==> src/hw/iic_pkg.sv <==
// Purpose: constants, register map and types of the two-wire data/ack/mode unit
// Assumes: AXI4-Lite register access, 32-bit data, one 100 MHz clock
// Notes:   printed offsets are register indexes; byte address is index times four
// Overview of operation
// - as transmitter, capture the remote acknowledge level into the ack bit.
// - as receiver, drive the software-written ack value after the data bits.
// - ack bit reads captured value when transmitting, written value when receiving.
// - one 8-bit read/write data register, transmit or receive by mode.
// - data register is shift register, receive buffer and transmit buffer.
// - transmit-buffer-empty flag is 1 whenever the transmit buffer is empty.
// - receive-buffer-full flag is 1 while valid received data is held.
// - transmit mode, after a frame, copy waiting transmit buffer into shift register.
// - receive mode, after a frame, copy shift register into empty receive buffer.
// - bit 7 selects MSB-first at 0, LSB-first at 1.
// - wait insertion acts only in master mode with two-wire bus format.
// - with wait, hold SCL low after last data bit until flag cleared.
// - without wait, data and ack back to back; flag set after ack.
// - clock select bits 5..3 with rate extension pick master clock rate.
// - extension 0 and select 001 give system clock divided by 40.
// - bit counter bits 2..0 set next transfer length, plus one ack bit.
// - counter codes 000 is 9 bits, 001..110 are 2..7, 111 is 8.
// - bit counter returns to 000 when a transfer including ack finishes.
// - interrupt flag clears only on writing 0 after reading it as 1.
package iic_pkg;
   localparam int ADDR_W = 18;
   localparam int DATA_W = 32;
   localparam int IDX_W  = 16;

   localparam logic [IDX_W-1:0] IDX_CONTROL = 16'hFFC4;
   localparam logic [IDX_W-1:0] IDX_STATUS  = 16'hFFC5;
   localparam logic [IDX_W-1:0] IDX_DATA    = 16'hFFC6;
   localparam logic [IDX_W-1:0] IDX_MODE    = 16'hFFC7;
   localparam logic [IDX_W-1:0] IDX_TSC     = 16'hFFFC;

   localparam int CTL_EN_BIT    = 7;
   localparam int CTL_MST_BIT   = 5;
   localparam int CTL_TRS_BIT   = 4;
   localparam int CTL_SYNC_BIT  = 2;
   localparam int CTL_IRQ_BIT   = 1;
   localparam int STS_TX_BUFFER_EMPTY_BIT  = 7;
   localparam int STS_RX_BUFFER_FULL_BIT  = 6;
   localparam int STS_ACK_BIT   = 0;
   localparam int MODE_ORD_BIT  = 7;
   localparam int MODE_WAIT_BIT = 6;
   localparam int MODE_CKS_HI   = 5;
   localparam int MODE_CKS_LO   = 3;
   localparam int MODE_BC_HI    = 2;
   localparam int MODE_BC_LO    = 0;
   localparam int TSC_EXT_BIT   = 0;

   localparam logic [7:0] MODE_RESET   = 8'h08;
   localparam logic [7:0] TSC_RESERVED = 8'hFC;
   localparam logic [2:0] BC_NINE      = 3'h0;
   localparam logic [2:0] BC_EIGHT     = 3'h7;
   localparam logic [3:0] BITS_NINE    = 4'h9;
   localparam logic [3:0] BITS_EIGHT   = 4'h8;
   localparam logic [3:0] BITS_ONE     = 4'h1;

   localparam int         DIV_FAST     = 40;
   localparam int         DIV_OTHER    = 80;
   localparam logic [2:0] CKS_FAST     = 3'h1;
   localparam logic [7:0] HALF_FAST    = 8'(DIV_FAST / 2 - 1);
   localparam logic [7:0] HALF_OTHER   = 8'(DIV_OTHER / 2 - 1);

   localparam logic [1:0] RESP_OKAY    = 2'h0;
   localparam logic [1:0] RESP_SLVERR  = 2'h2;

   typedef enum logic [1:0] {
      ST_IDLE = 2'b00,
      ST_DATA = 2'b01,
      ST_WAIT = 2'b10,
      ST_ACK  = 2'b11
   } iic_state_e;

   typedef enum logic [2:0] {
      SEL_NONE = 3'b000,
      SEL_CTL  = 3'b001,
      SEL_STS  = 3'b010,
      SEL_DATA = 3'b011,
      SEL_MODE = 3'b100,
      SEL_TSC  = 3'b101
   } iic_sel_e;
endpackage
==> src/hw/iic_data_ack_unit.sv <==
// Purpose: data path, acknowledge handling and mode register of a two-wire bus unit
// Assumes: start/stop conditions are produced elsewhere; SCL low at frame start
// Notes:   open-drain pins: oe_n low pulls the line low, out is always 0
//
// Register access over AXI4-Lite was left to the implementer.
`timescale 1ns/1ps
module iic_data_ack_unit
(
   input  wire  logic                        i_ref_clk,
   input  wire  logic                        i_rst,
   input  wire  logic                        i_axi_awvalid,
   output logic                              o_axi_awready,
   input  wire  logic [iic_pkg::ADDR_W-1:0]  i_axi_awaddr,
   input  wire  logic                        i_axi_wvalid,
   output logic                              o_axi_wready,
   input  wire  logic [iic_pkg::DATA_W-1:0]  i_axi_wdata,
   input  wire  logic [3:0]                  i_axi_wstrb,
   output logic                              o_axi_bvalid,
   input  wire  logic                        i_axi_bready,
   output logic [1:0]                        o_axi_bresp,
   input  wire  logic                        i_axi_arvalid,
   output logic                              o_axi_arready,
   input  wire  logic [iic_pkg::ADDR_W-1:0]  i_axi_araddr,
   output logic                              o_axi_rvalid,
   input  wire  logic                        i_axi_rready,
   output logic [iic_pkg::DATA_W-1:0]        o_axi_rdata,
   output logic [1:0]                        o_axi_rresp,
   input  wire  logic                        i_scl_in,
   output logic                              o_scl_out,
   output logic                              o_scl_oe_n,
   input  wire  logic                        i_sda_in,
   output logic                              o_sda_out,
   output logic                              o_sda_oe_n
);
   import iic_pkg::*;

   function automatic iic_sel_e reg_sel(input logic [ADDR_W-1:0] addr);
      iic_sel_e s;
      s = SEL_NONE;
      if (addr[1:0] == 2'h0)
      begin
         case (addr[ADDR_W-1:2])
            IDX_CONTROL: s = SEL_CTL;
            IDX_STATUS:  s = SEL_STS;
            IDX_DATA:    s = SEL_DATA;
            IDX_MODE:    s = SEL_MODE;
            IDX_TSC:     s = SEL_TSC;
            default:     s = SEL_NONE;
         endcase
      end
      return s;
   endfunction

   // data bits per frame; the ack bit is counted in the code but sent separately
   function automatic logic [3:0] data_bits(input logic [2:0] bc, input logic i2c);
      logic [3:0] total;
      total = (bc == BC_NINE) ? BITS_NINE :
              (bc == BC_EIGHT) ? BITS_EIGHT : ({1'b0, bc} + BITS_ONE);
      if (i2c)
         return total - BITS_ONE;
      return (total > BITS_EIGHT) ? BITS_EIGHT : total;
   endfunction

   function automatic logic out_bit(input logic [7:0] v, input logic lsb_first);
      return lsb_first ? v[0] : v[7];
   endfunction

   // axi side
   logic                 aw_held;
   logic [ADDR_W-1:0]    awaddr_q;
   logic                 w_held;
   logic [7:0]           wdata_q;
   logic                 wstrb_q;
   logic                 do_write;
   logic                 wr_en;
   logic                 rd_en;
   iic_sel_e             wr_sel;
   iic_sel_e             rd_sel;
   // registers
   logic                 ctl_en;
   logic                 ctl_master;
   logic                 ctl_transmit;
   logic                 ctl_sync_fmt;
   logic                 irq_flag;
   logic                 irq_seen;
   logic                 mode_lsb_first;
   logic                 mode_wait;
   logic [2:0]           mode_cks;
   logic [2:0]           bit_count;
   logic                 rate_ext;
   logic                 ack_value;
   logic                 ack_rx;
   logic [7:0]           tx_buffer;
   logic [7:0]           rx_buffer;
   logic [7:0]           shift_reg;
   logic                 tx_buffer_empty;
   logic                 rx_buffer_full;
   logic                 rx_pending;
   // engine
   iic_state_e           state;
   logic [3:0]           bits_left;
   logic [7:0]           half_cnt;
   logic [1:0]           scl_sync;
   logic [1:0]           sda_sync;
   logic                 scl_prev;
   logic                 scl_oe_n;
   logic                 sda_oe_n;
   logic                 i2c_fmt;
   logic                 wait_active;
   logic                 run_clk;
   logic                 tick;
   logic                 rise_ev;
   logic                 fall_ev;
   logic                 start_ev;
   logic                 last_fall;
   logic                 wait_enter;
   logic                 done_ev;
   logic                 rd_data;
   logic                 irq_clear;
   logic [7:0]           half_period;

   assign do_write = aw_held && w_held && !o_axi_bvalid;
   assign wr_sel   = reg_sel(awaddr_q);
   assign rd_sel   = reg_sel(i_axi_araddr);
   assign wr_en    = do_write && wstrb_q;
   assign rd_en    = i_axi_arvalid && o_axi_arready;
   assign rd_data  = rd_en && (rd_sel == SEL_DATA);
   assign irq_clear = wr_en && (wr_sel == SEL_CTL) && !wdata_q[CTL_IRQ_BIT] && irq_seen;

   always_ff @(posedge i_ref_clk or posedge i_rst)
   begin
      if (i_rst)
      begin
         aw_held       <= 1'b0;
         awaddr_q      <= '0;
         o_axi_awready <= 1'b0;
      end
      else if (i_axi_awvalid && o_axi_awready)
      begin
         aw_held       <= 1'b1;
         awaddr_q      <= i_axi_awaddr;
         o_axi_awready <= 1'b0;
      end
      else if (do_write)
         aw_held <= 1'b0;
      else if (!aw_held)
         o_axi_awready <= 1'b1;
   end

   always_ff @(posedge i_ref_clk or posedge i_rst)
   begin
      if (i_rst)
      begin
         w_held       <= 1'b0;
         wdata_q      <= '0;
         wstrb_q      <= 1'b0;
         o_axi_wready <= 1'b0;
      end
      else if (i_axi_wvalid && o_axi_wready)
      begin
         w_held       <= 1'b1;
         wdata_q      <= i_axi_wdata[7:0];
         wstrb_q      <= i_axi_wstrb[0];
         o_axi_wready <= 1'b0;
      end
      else if (do_write)
         w_held <= 1'b0;
      else if (!w_held)
         o_axi_wready <= 1'b1;
   end

   always_ff @(posedge i_ref_clk or posedge i_rst)
   begin
      if (i_rst)
      begin
         o_axi_bvalid <= 1'b0;
         o_axi_bresp  <= RESP_OKAY;
      end
      else if (do_write)
      begin
         o_axi_bvalid <= 1'b1;
         o_axi_bresp  <= (wr_sel == SEL_NONE) ? RESP_SLVERR : RESP_OKAY;
      end
      else if (i_axi_bready)
         o_axi_bvalid <= 1'b0;
   end

   always_ff @(posedge i_ref_clk or posedge i_rst)
   begin
      if (i_rst)
      begin
         o_axi_arready <= 1'b0;
         o_axi_rvalid  <= 1'b0;
         o_axi_rdata   <= '0;
         o_axi_rresp   <= RESP_OKAY;
      end
      else if (rd_en)
      begin
         o_axi_arready <= 1'b0;
         o_axi_rvalid  <= 1'b1;
         o_axi_rresp   <= (rd_sel == SEL_NONE) ? RESP_SLVERR : RESP_OKAY;
         o_axi_rdata   <= '0;
         case (rd_sel)
            SEL_CTL:  o_axi_rdata[7:0] <= {ctl_en, 1'b0, ctl_master, ctl_transmit,
                                           1'b0, ctl_sync_fmt, irq_flag, 1'b0};
            SEL_STS:  o_axi_rdata[7:0] <= {tx_buffer_empty, rx_buffer_full, 5'h00,
                                           ctl_transmit ? ack_rx : ack_value};
            SEL_DATA: o_axi_rdata[7:0] <= rx_buffer;
            SEL_MODE: o_axi_rdata[7:0] <= {mode_lsb_first, mode_wait, mode_cks, bit_count};
            SEL_TSC:  o_axi_rdata[7:0] <= TSC_RESERVED | {7'h00, rate_ext};
            default:  o_axi_rdata[7:0] <= 8'h00;
         endcase
      end
      else if (o_axi_rvalid && i_axi_rready)
         o_axi_rvalid <= 1'b0;
      else if (!o_axi_rvalid)
         o_axi_arready <= 1'b1;
   end

   // control, mode and rate registers
   always_ff @(posedge i_ref_clk or posedge i_rst)
   begin
      if (i_rst)
      begin
         ctl_en         <= 1'b0;
         ctl_master     <= 1'b0;
         ctl_transmit   <= 1'b0;
         ctl_sync_fmt   <= 1'b0;
         mode_lsb_first <= MODE_RESET[MODE_ORD_BIT];
         mode_wait      <= MODE_RESET[MODE_WAIT_BIT];
         mode_cks       <= MODE_RESET[MODE_CKS_HI:MODE_CKS_LO];
         rate_ext       <= 1'b0;
         ack_value      <= 1'b0;
      end
      else if (wr_en)
      begin
         case (wr_sel)
            SEL_CTL:
            begin
               ctl_en       <= wdata_q[CTL_EN_BIT];
               ctl_master   <= wdata_q[CTL_MST_BIT];
               ctl_transmit <= wdata_q[CTL_TRS_BIT];
               ctl_sync_fmt <= wdata_q[CTL_SYNC_BIT];
            end
            SEL_STS:  ack_value <= wdata_q[STS_ACK_BIT];
            SEL_MODE:
            begin
               mode_lsb_first <= wdata_q[MODE_ORD_BIT];
               mode_wait      <= wdata_q[MODE_WAIT_BIT];
               mode_cks       <= wdata_q[MODE_CKS_HI:MODE_CKS_LO];
            end
            SEL_TSC:  rate_ext <= wdata_q[TSC_EXT_BIT];
            default:  ack_value <= ack_value;
         endcase
      end
   end

   // counter is software-written and reloads BC_NINE at each frame end; the reload beats a same-cycle write
   always_ff @(posedge i_ref_clk or posedge i_rst)
   begin
      if (i_rst)
         bit_count <= BC_NINE;
      else if (done_ev)
         bit_count <= BC_NINE;
      else if (wr_en && (wr_sel == SEL_MODE))
         bit_count <= wdata_q[MODE_BC_HI:MODE_BC_LO];
   end

   // read-then-write-zero clear; a same-cycle set wins
   always_ff @(posedge i_ref_clk or posedge i_rst)
   begin
      if (i_rst)
      begin
         irq_flag <= 1'b0;
         irq_seen <= 1'b0;
      end
      else
      begin
         if (wait_enter || done_ev)
            irq_flag <= 1'b1;
         else if (irq_clear)
            irq_flag <= 1'b0;
         if (irq_clear || wait_enter || done_ev)
            irq_seen <= 1'b0;
         else if (rd_en && (rd_sel == SEL_CTL) && irq_flag)
            irq_seen <= 1'b1;
      end
   end

   // transmit buffer; a write in the load cycle keeps the flag low
   always_ff @(posedge i_ref_clk or posedge i_rst)
   begin
      if (i_rst)
      begin
         tx_buffer       <= 8'h00;
         tx_buffer_empty <= 1'b1;
      end
      else if (wr_en && (wr_sel == SEL_DATA))
      begin
         tx_buffer       <= wdata_q;
         tx_buffer_empty <= 1'b0;
      end
      else if (start_ev && ctl_transmit)
         tx_buffer_empty <= 1'b1;
   end

   // receive buffer; an unread byte keeps the new one parked in the shifter
   always_ff @(posedge i_ref_clk or posedge i_rst)
   begin
      if (i_rst)
      begin
         rx_buffer      <= 8'h00;
         rx_buffer_full <= 1'b0;
         rx_pending     <= 1'b0;
      end
      else if (done_ev && !ctl_transmit)
      begin
         if (!rx_buffer_full || rd_data)
         begin
            rx_buffer      <= shift_reg;
            rx_buffer_full <= 1'b1;
         end
         else
            rx_pending <= 1'b1;
      end
      else if (rd_data && rx_pending)
      begin
         rx_buffer  <= shift_reg;
         rx_pending <= 1'b0;
      end
      else if (rd_data)
         rx_buffer_full <= 1'b0;
   end

   // pin synchronisers
   always_ff @(posedge i_ref_clk or posedge i_rst)
   begin
      if (i_rst)
      begin
         scl_sync <= 2'b11;
         sda_sync <= 2'b11;
         scl_prev <= 1'b1;
      end
      else
      begin
         scl_sync <= {scl_sync[0], i_scl_in};
         sda_sync <= {sda_sync[0], i_sda_in};
         scl_prev <= scl_sync[1];
      end
   end

   assign i2c_fmt     = !ctl_sync_fmt;
   assign wait_active = mode_wait && ctl_master && i2c_fmt;
   assign half_period = (!rate_ext && (mode_cks == CKS_FAST)) ? HALF_FAST : HALF_OTHER;
   assign run_clk     = ctl_master && ((state == ST_DATA) || (state == ST_ACK));
   assign tick        = run_clk && (half_cnt == 8'h00);
   assign rise_ev     = ctl_master ? (tick && !scl_oe_n) : (scl_sync[1] && !scl_prev);
   assign fall_ev     = ctl_master ? (tick && scl_oe_n) : (!scl_sync[1] && scl_prev);
   assign start_ev    = (state == ST_IDLE) && ctl_en &&
                        (ctl_transmit ? !tx_buffer_empty : (!rx_buffer_full && !rx_pending));
   assign last_fall   = (state == ST_DATA) && fall_ev && (bits_left == 4'h0);
   assign wait_enter  = last_fall && i2c_fmt && wait_active;
   assign done_ev     = ((state == ST_ACK) && fall_ev) || (last_fall && !i2c_fmt);

   always_ff @(posedge i_ref_clk or posedge i_rst)
   begin
      if (i_rst)
         half_cnt <= 8'h00;
      else if (!run_clk || tick)
         half_cnt <= half_period;
      else
         half_cnt <= half_cnt - 8'h01;
   end

   always_ff @(posedge i_ref_clk or posedge i_rst)
   begin
      if (i_rst)
         state <= ST_IDLE;
      else
      begin
         case (state)
            ST_IDLE: if (start_ev) state <= ST_DATA;
            ST_DATA:
            begin
               if (wait_enter)
                  state <= ST_WAIT;
               else if (last_fall)
                  state <= i2c_fmt ? ST_ACK : ST_IDLE;
            end
            ST_WAIT: if (!irq_flag) state <= ST_ACK;
            ST_ACK:  if (fall_ev) state <= ST_IDLE;
            default: state <= ST_IDLE;
         endcase
      end
   end

   always_ff @(posedge i_ref_clk or posedge i_rst)
   begin
      if (i_rst)
      begin
         shift_reg <= 8'h00;
         bits_left <= 4'h0;
      end
      else if (start_ev)
      begin
         if (ctl_transmit)
            shift_reg <= tx_buffer;
         bits_left <= data_bits(bit_count, i2c_fmt);
      end
      else if ((state == ST_DATA) && rise_ev)
      begin
         shift_reg <= mode_lsb_first ? {sda_sync[1], shift_reg[7:1]}
                                     : {shift_reg[6:0], sda_sync[1]};
         bits_left <= bits_left - 4'h1;
      end
   end

   // when transmitting, the ack bit reads 0 until a remote acknowledge is captured
   always_ff @(posedge i_ref_clk or posedge i_rst)
   begin
      if (i_rst)
         ack_rx <= 1'b0;
      else if ((state == ST_ACK) && rise_ev && ctl_transmit)
         ack_rx <= sda_sync[1];
   end

   always_ff @(posedge i_ref_clk or posedge i_rst)
   begin
      if (i_rst)
         sda_oe_n <= 1'b1;
      else if (start_ev)
         sda_oe_n <= !(ctl_transmit && !out_bit(tx_buffer, mode_lsb_first));
      else if (done_ev)
         sda_oe_n <= 1'b1;
      else if (last_fall)
         sda_oe_n <= !(!ctl_transmit && !ack_value);
      else if ((state == ST_DATA) && fall_ev)
         sda_oe_n <= !(ctl_transmit && !out_bit(shift_reg, mode_lsb_first));
   end

   // master holds SCL low between frames and through the wait
   always_ff @(posedge i_ref_clk or posedge i_rst)
   begin
      if (i_rst)
         scl_oe_n <= 1'b1;
      else if (!ctl_master)
         scl_oe_n <= 1'b1;
      else if (start_ev)
         scl_oe_n <= 1'b0;
      else if (tick)
         scl_oe_n <= !scl_oe_n;
   end

   always_ff @(posedge i_ref_clk or posedge i_rst)
   begin
      if (i_rst)
      begin
         o_scl_out <= 1'b0;
         o_sda_out <= 1'b0;
      end
      else
      begin
         o_scl_out <= 1'b0;
         o_sda_out <= 1'b0;
      end
   end

   assign o_scl_oe_n = scl_oe_n;
   assign o_sda_oe_n = sda_oe_n;
endmodule // iic_data_ack_unit

==> config.mk <==
export PLATFORM = sky130hd
export DESIGN_NAME = iic_data_ack_unit
export DESIGN_NICKNAME = d
export VERILOG_FILES = /design/src/hw/iic_pkg.sv /design/src/hw/iic_data_ack_unit.sv
export SDC_FILE = /design/constraint.sdc
export NUM_CORES = 1
export LEC_CHECK = 0
export BUFFER_PORTS_ARGS = -buffer_cell sky130_fd_sc_hd__buf_2
export CAP_MARGIN = 0
export CORE_ASPECT_RATIO = 2
export CORE_UTILIZATION = 45
export CTS_CLUSTER_SIZE = 14
export DETAILED_ROUTE_END_ITERATION = 8
export GPL_TIMING_DRIVEN = 0
export HOLD_SLACK_MARGIN = 0.03
export PLACE_DENSITY = 0.68
export SYNTH_ARGS = -nofsm -noshare
export SYNTH_HDL_FRONTEND = slang
export SYNTH_SLANG_ARGS = --single-unit
==> constraint.sdc <==
create_clock -name i_ref_clk -period 4.6 [get_ports i_ref_clk]
set_input_delay 0.69 -clock i_ref_clk [delete_from_list [all_inputs] [get_ports i_ref_clk]]
set_output_delay 0.69 -clock i_ref_clk [all_outputs]
set_load 0.05 [all_outputs]
==> results.md, run 1 <==
* Outcome: completed
* Post-cts repair resize count at 0
* # rows at 57
* Compound-Gate Fraction of Synth Area at 9.73%
* Worst Setup SP: i_axi_araddr[17]
* GPL Wtd Cong at 0.911
* Share of layout cells above drive strength 1 at 35.1%
* Die area at 12800 um2
* Mux cell area share after synthesis at between 10% and 20%
* Internal reg-to-reg setup slack at 1880 ps
* WL/cell at about 16 um
* Worst path buffer plus inverter count at 1
* Tmin final at 2720 ps
* Mean post-synth cell area at 11.2 um2
* Clock skew at 13.7 ps
* CP endpoint: rx_buffer[5]$_DFFE_PP0P_
* CP Launch Type: input pin
* Hold Path Class: flop to flop
* Placed cell areas at a little over 6000 um2
* CTS Root Buffer Type: clkbuf_16
* Initial Util at 45.9%
* Hpwl dp at about 9800 um
* Design Area, Final at 6540 um2
* Max_slew headroom at 36.0%
* Leading cell type in the layout, fill and taps excluded: dfrtp_1
* Largest net degree at the start of global routing at 71
* Crit end category: flop
* Tcrit/Tclk final at 59.2%
* Register area share after synthesis at between 40 and 50%
* FF-to-FF Start: half_cnt[0]$_DFF_PP0_
* DRC viols at 0
* CP required at 4840 ps
* # fillers at 1079
* Leading post-synthesis cells by cell area: dfrtp_1 (45%), mux2_2 (14%), dfstp_2 (4.2%)
* Post-Syn Area at between 5000 and 6000 um2
* CTS tree: yes
* Final setup vio count at 0
* Yosys warns at 0
* Largest Register: awaddr_q
* Clk_lat worst skew at 350 ps
* Finished Layout Cells at 759
* Max reg flops at 18
* R2R cell count at 7
* Unrepaired setup endpoints after global routing: false
* Htree depth at 3
* First-pass GRT wire length at 20300 um
* Worst path max stage delay at 750 ps
* Top FF cell, synth: dfrtp_1
* #FFs+latches synth at 109
* Yosys top cell by area: dfrtp_1
* Register Area at 2740 um2
* CP arrival at 2960 ps
* Drt first pass iters at 4
* # diodes at 0
* Via density per instance at between 5 and 6
* Netlist cell types at 65
* Cells along the critical path: buf_2 -> nand4_1 -> nor4_1 -> a21boi_0 -> o21ai_4 -> mux2_2
* Peak VDD IR at between 0.3 and 0.4 mV
* FF-to-FF End: rx_buffer[5]$_DFFE_PP0P_
* Core Box Area at 12100 um2
* Met3 Wirelength at around 500 um
* Port Buffers at around 70
* Die Width at 80.6 um
* WS Path Type: input pin to flop
* Fmax at 367 MHz
* Adder-Cell Fraction of Synth Area at ~1.8%
* CTS Buf Count at 9
* Vias in the first global route at 4149
* WL met1 at 4460 um
* Most frequent cells in the layout: dfrtp_1 (100), buf_2 (72), mux2_2 (70)
* Largest family of logic cells by synthesized area: multiplexers
* Asr flop ratio synth at 100%
* Final core occ at 54.0%
* Hold-fix buffers at CTS at 0
* Placed Instances at 743
* Final layout net count at between 600 and 700
* Final wirelength at ~12000 um
* Global router's overall resource usage at 20.8%
* DR vias at 4095
* Worst hold stages at 0
* Worst-Margin Slew at 946 ps
* Post-Syn Instances at 499
* Max Buffers Root-to-Sink at 2
* Slew Limit Fails at 0
* Clk pin slew, worst setup/hold paths at 80 ps
* Top-area cell type share of the netlist area at ~45%
* Pwr/cell area at 384 nW/um2
* Area of the multi-input gates at 2550 um2
* Max layer used: met4
* Number of synthesized flops with an enable pin at 0
* Delay-heaviest family, CP: simple AND/OR/NAND/NOR gates
* Critical Path Stages at 6
* Synth Area in Simple Gates at 13.7%
* CP max-delay cell: nor4_1
* Detail Route met2 WL at 7120 um
* Fin. Hold Viols at 0
* Worst Path Max Fanout at 9
* Initial antenna violation count at 0
* Gr ovfl total at 0
* Synthesis-to-finish area growth at 17.5%
* MaxCap Viol Count at 0
* Die H at 159 um
* Xor and xnor area share after synthesis at under 10%
* Leak pwr at 0.00305 uW
* IO Pins at approximately 130
* Clk sinks at around 110
* Number of DRC markers in iteration 0 at 220
* Final ANT Viol Nets at 0
* Setup Buffers After CTS at 0
-- synth_stat cells, types with 9 or more instances --
master / n
nand3_1: 16
mux2_2: 70
buf_4: 29
nor2_1: 28
a21oi_1: 11
nand4_1: 10
dfrtp_1: 100
dfstp_2: 9
nand2_1: 34
mux2i_1: 17
inv_1: 20
o21ai_0: 21
-- where the power goes --
part	internal, uW	total (uW)	switching [uW]
logic	200	466	266
registers	1110	1230	120
clock network	448	814	366
total	1760	2510	751
-- metrics by stage --
| step | TNS (ps) | hold WS (ps) | setup WS [ps] | total power [uW] |
|---|---|---|---|---|
| floorplan | 0 | 345 | 1050 | 1580 |
| global placement | -5570 | 346 | -67.6 | 1700 |
| detailed placement | 0 | 350 | 1490 | 1730 |
| CTS | 0 | 360 | 1860 | 2540 |
| global route | 0 | 365 | 1540 | 2620 |
| finish | 0 | 358 | 1880 | 2510 |
-- cell families after synthesis --
group	after synthesis
AOI/OAI and AO/OA	77
buffers and inverters	63
muxes	87
and+or+nand+nor	144
other	1
xor gates and xnor gates	10
adders and majority gates	8
DFF	109
-- cell type report --
| class | count | area share [%] |
|---|---|---|
| Clock buffer | 10 | 3.65 |
| Timing Repair Buffer | 70 | 5.70 |
| Buffer | 43 | 4.57 |
| Inverter | 20 | 1.19 |
| Tap cell | 147 | 2.81 |
| Sequential cell | 109 | 41.9 |
| Multi-Input combinational cell | 354 | 39.0 |
| Clock inverter | 6 | 1.17 |
-- per-layer routing --
metal	vias up	track usage (%)
met4	0	10.3
met5	-	0
met3	17	2.92
met2	128	39.0
li1	1950	-
met1	2000	21.6
-- how the worst min path moves through the flow --
stage | slack (ps) | startpoint | to
3_3_place_gp | 350 | scl_sync[0]$_DFF_PP1_ | scl_sync[1]$_DFF_PP1_
5_1_grt | 370 | sda_sync[0]$_DFF_PP1_ | sda_sync[1]$_DFF_PP1_
4_1_cts | 360 | sda_sync[0]$_DFF_PP1_ | sda_sync[1]$_DFF_PP1_
3_5_place_dp | 350 | sda_sync[0]$_DFF_PP1_ | sda_sync[1]$_DFF_PP1_
6_report | 360 | sda_sync[0]$_DFF_PP1_ | sda_sync[1]$_DFF_PP1_
2_1_floorplan | 350 | scl_sync[0]$_DFF_PP1_ | scl_sync[1]$_DFF_PP1_
Note: power is estimated with default switching activity, not from simulation.
==> run 2, diff against run 1 <==
clock period = 2.7 ns   (was 4.6 ns; I/O delays follow)
==> results.md, run 2 (synthesized netlist as in run 1, its figures left out) <==
* Htree depth at 3 (unchanged)
* CTS Root Buffer Type: clkbuf_16
* Worst-Margin Slew at 976 ps (+29.8 ps)
* Final setup vio count at 0 (unchanged)
* Worst Path Max Fanout at 8 (-1)
* CTS Buf Count at 9 (unchanged)
* Fmax at 383 MHz
* CP arrival at 2840 ps (-120 ps)
* Drt first pass iters at 4 (unchanged)
* Final layout net count at 698 (+0.29%)
* Outcome: completed
* Unrepaired setup endpoints after global routing: false
* # diodes at 0 (unchanged)
* GPL Wtd Cong at 0.895 (-1.7%)
* Port Buffers at 69 (unchanged)
* Clk_lat worst skew at 340 ps (about the same)
* Leading cell type in the layout, fill and taps excluded: dfrtp_1
* Largest Register: awaddr_q
* Worst path max stage delay at 510 ps (-240 ps)
* Max_slew headroom at 34.0% (-2.0 points)
* First-pass GRT wire length at 20000 um (-1.0%)
* Die H at 159 um (unchanged)
* Hpwl dp at 9990 um (+2.2%)
* Leak pwr at 0.00309 uW (+1.3%)
* WL/cell at 16.4 um (-0.35%)
* Initial antenna violation count at 0 (unchanged)
* Crit end category: flop
* Hold slack at 86.4 ps (-272 ps)
* Total Power at 4280 uW (+71%)
* Number of DRC markers in iteration 0 at 204 (-7.3%)
* Final ANT Viol Nets at 0 (unchanged)
* Max Buffers Root-to-Sink at 2 (unchanged)
* CP required at 2930 ps (-1910 ps)
* Most frequent cells in the layout: dfrtp_1 (99), buf_2 (72), mux2_2 (70)
* Final wirelength at 12500 um (about the same)
* WS Path Type: flop to flop
* Clk sinks at 109 (unchanged)
* Final core occ at 54.6% (+0.64 points)
* Via density per instance at 5.41 (+0.35%)
* Share of layout cells above drive strength 1 at 36.0% (+0.86 points)
* Die Width at 80.6 um (unchanged)
* Clock skew at 9.25 ps (-4.48 ps)
* Tcrit/Tclk final at 96.8%
* Pre-CTS WS at -57.0 ps (-1550 ps)
* Setup WS post-layout at 87.4 ps (-1790 ps)
* Die area at 12800 um2 (unchanged)
* Pwr/cell area at 647 nW/um2 (+69%)
* Slew Limit Fails at 0 (unchanged)
* Synthesis-to-finish area growth at 18.9%
* MaxCap Viol Count at 0 (unchanged)
* Tmin final at 2610 ps
* DR vias at 4120 (+0.61%)
* Initial Util at 45.9% (unchanged)
* Max reg flops at 18 (unchanged)
* CP max-delay cell: or4_1
* Placed cell areas at 6260 um2 (+0.54%)
* CP Launch Type: flop
* Fin. Hold Viols at 0 (unchanged)
* Design Area, Final at 6620 um2 (+1.2%)
* Clk pin slew, worst setup/hold paths at 80 ps (about the same)
* Gr ovfl total at 0 (unchanged)
* DRC viols at 0 (unchanged)
* Peak VDD IR at 0.586 mV (+58%)
* CTS tree: yes
* IO Pins at 126 (unchanged)
* Cells along the critical path: or4_1 -> buf_2 -> o31a_1 -> or3_4 -> o21ai_4 -> buf_12 -> mux2_2
* Worst path buffer plus inverter count at 2 (+1)
* Core Box Area at 12100 um2 (unchanged)
* Largest net degree at the start of global routing at 35 (-51%)
* Global router's overall resource usage at 20.6% (-0.21 points)
* Vias in the first global route at 4321 (+4.1%)
* # rows at 57 (unchanged)
* Delay-heaviest family, CP: simple AND/OR/NAND/NOR gates
* Hold Path Class: input pin to asynchronous set/reset pin
==> run 2: changes by cell type in the layout (fill, tap and decap cells not counted), sizes merged <==
cell | before | now
buf | 104 | 107
clkinvlp | 0 | 2
inv | 24 | 23
clkinv | 1 | 0
clkbuf | 18 | 17
==> run 2: area by class of cell <==
class	count	area [um2]
Buffer	42	295
Inverter	20	78.8
Multi-Input combinational cell	354	2580
Tap cell	147	184
Sequential cell	109	2740
Timing Repair Buffer	73	425
Clock inverter	6	77.6
Clock buffer	10	239
Fill cell	1085	5510
==> run 2: routing by layer <==
layer  part of all wire (%)  vias up  wire length (um)  GRT usage (%)
met4                    6.5        0               814           15.3
met1                     36     1989              4460           20.5
met5                      0        -                 0              0
met2                     54      130              6760           37.0
li1                       -     1959                 -              -
met3                    3.4       42               426           2.87
==> run 2: timing repair <==
action / in CTS / in global routing
setup buffers: 1 / 0
setup endpoints to repair: 16 / 26
resized for setup: 2 / 3
hold buffers: 0 / 0
pin swaps: 1 / 1
==> run 2: metrics by stage <==
stage	setup TNS [ps]	instances
finish	0	761
global route	0	761
CTS	0	762
detailed placement	-437	745
global placement	-378	742
floorplan	0	526
==> run 2: worst reg2reg max path, cell delays in order, from the launching register on <==
cell     delay (ps)
dfrtp_2         440
or4_1           510
buf_2           180
o31a_1          300
or3_4           420
o21ai_4         180
buf_12          140
mux2_2          330
==> run 2: final timing paths <==
path	from	endpoint	slack [ps]	depth (start not counted)
worst max register to register	half_cnt[3]$_DFF_PP0_	rx_buffer[7]$_DFFE_PP0P_	90	7
min in group i_ref_clk	i_scl_in	scl_sync[0]$_DFF_PP1_	160	1
worst min-delay path	i_rst	rx_buffer[7]$_DFFE_PP0P_	90	2
max in group asynchronous	i_rst	scl_sync[0]$_DFF_PP1_	1790	4
worst min register to register	sda_sync[0]$_DFF_PP1_	sda_sync[1]$_DFF_PP1_	360	0
worst max-delay path	half_cnt[3]$_DFF_PP0_	rx_buffer[7]$_DFFE_PP0P_	90	7
==> run 2: power by group <==
| group | total, uW | switching, uW | internal [uW] |
|---|---|---|---|
| Clock | 1370 | 608 | 765 |
| Combinational | 808 | 461 | 347 |
| Sequential | 2100 | 209 | 1890 |
| Total | 4280 | 1280 | 3010 |
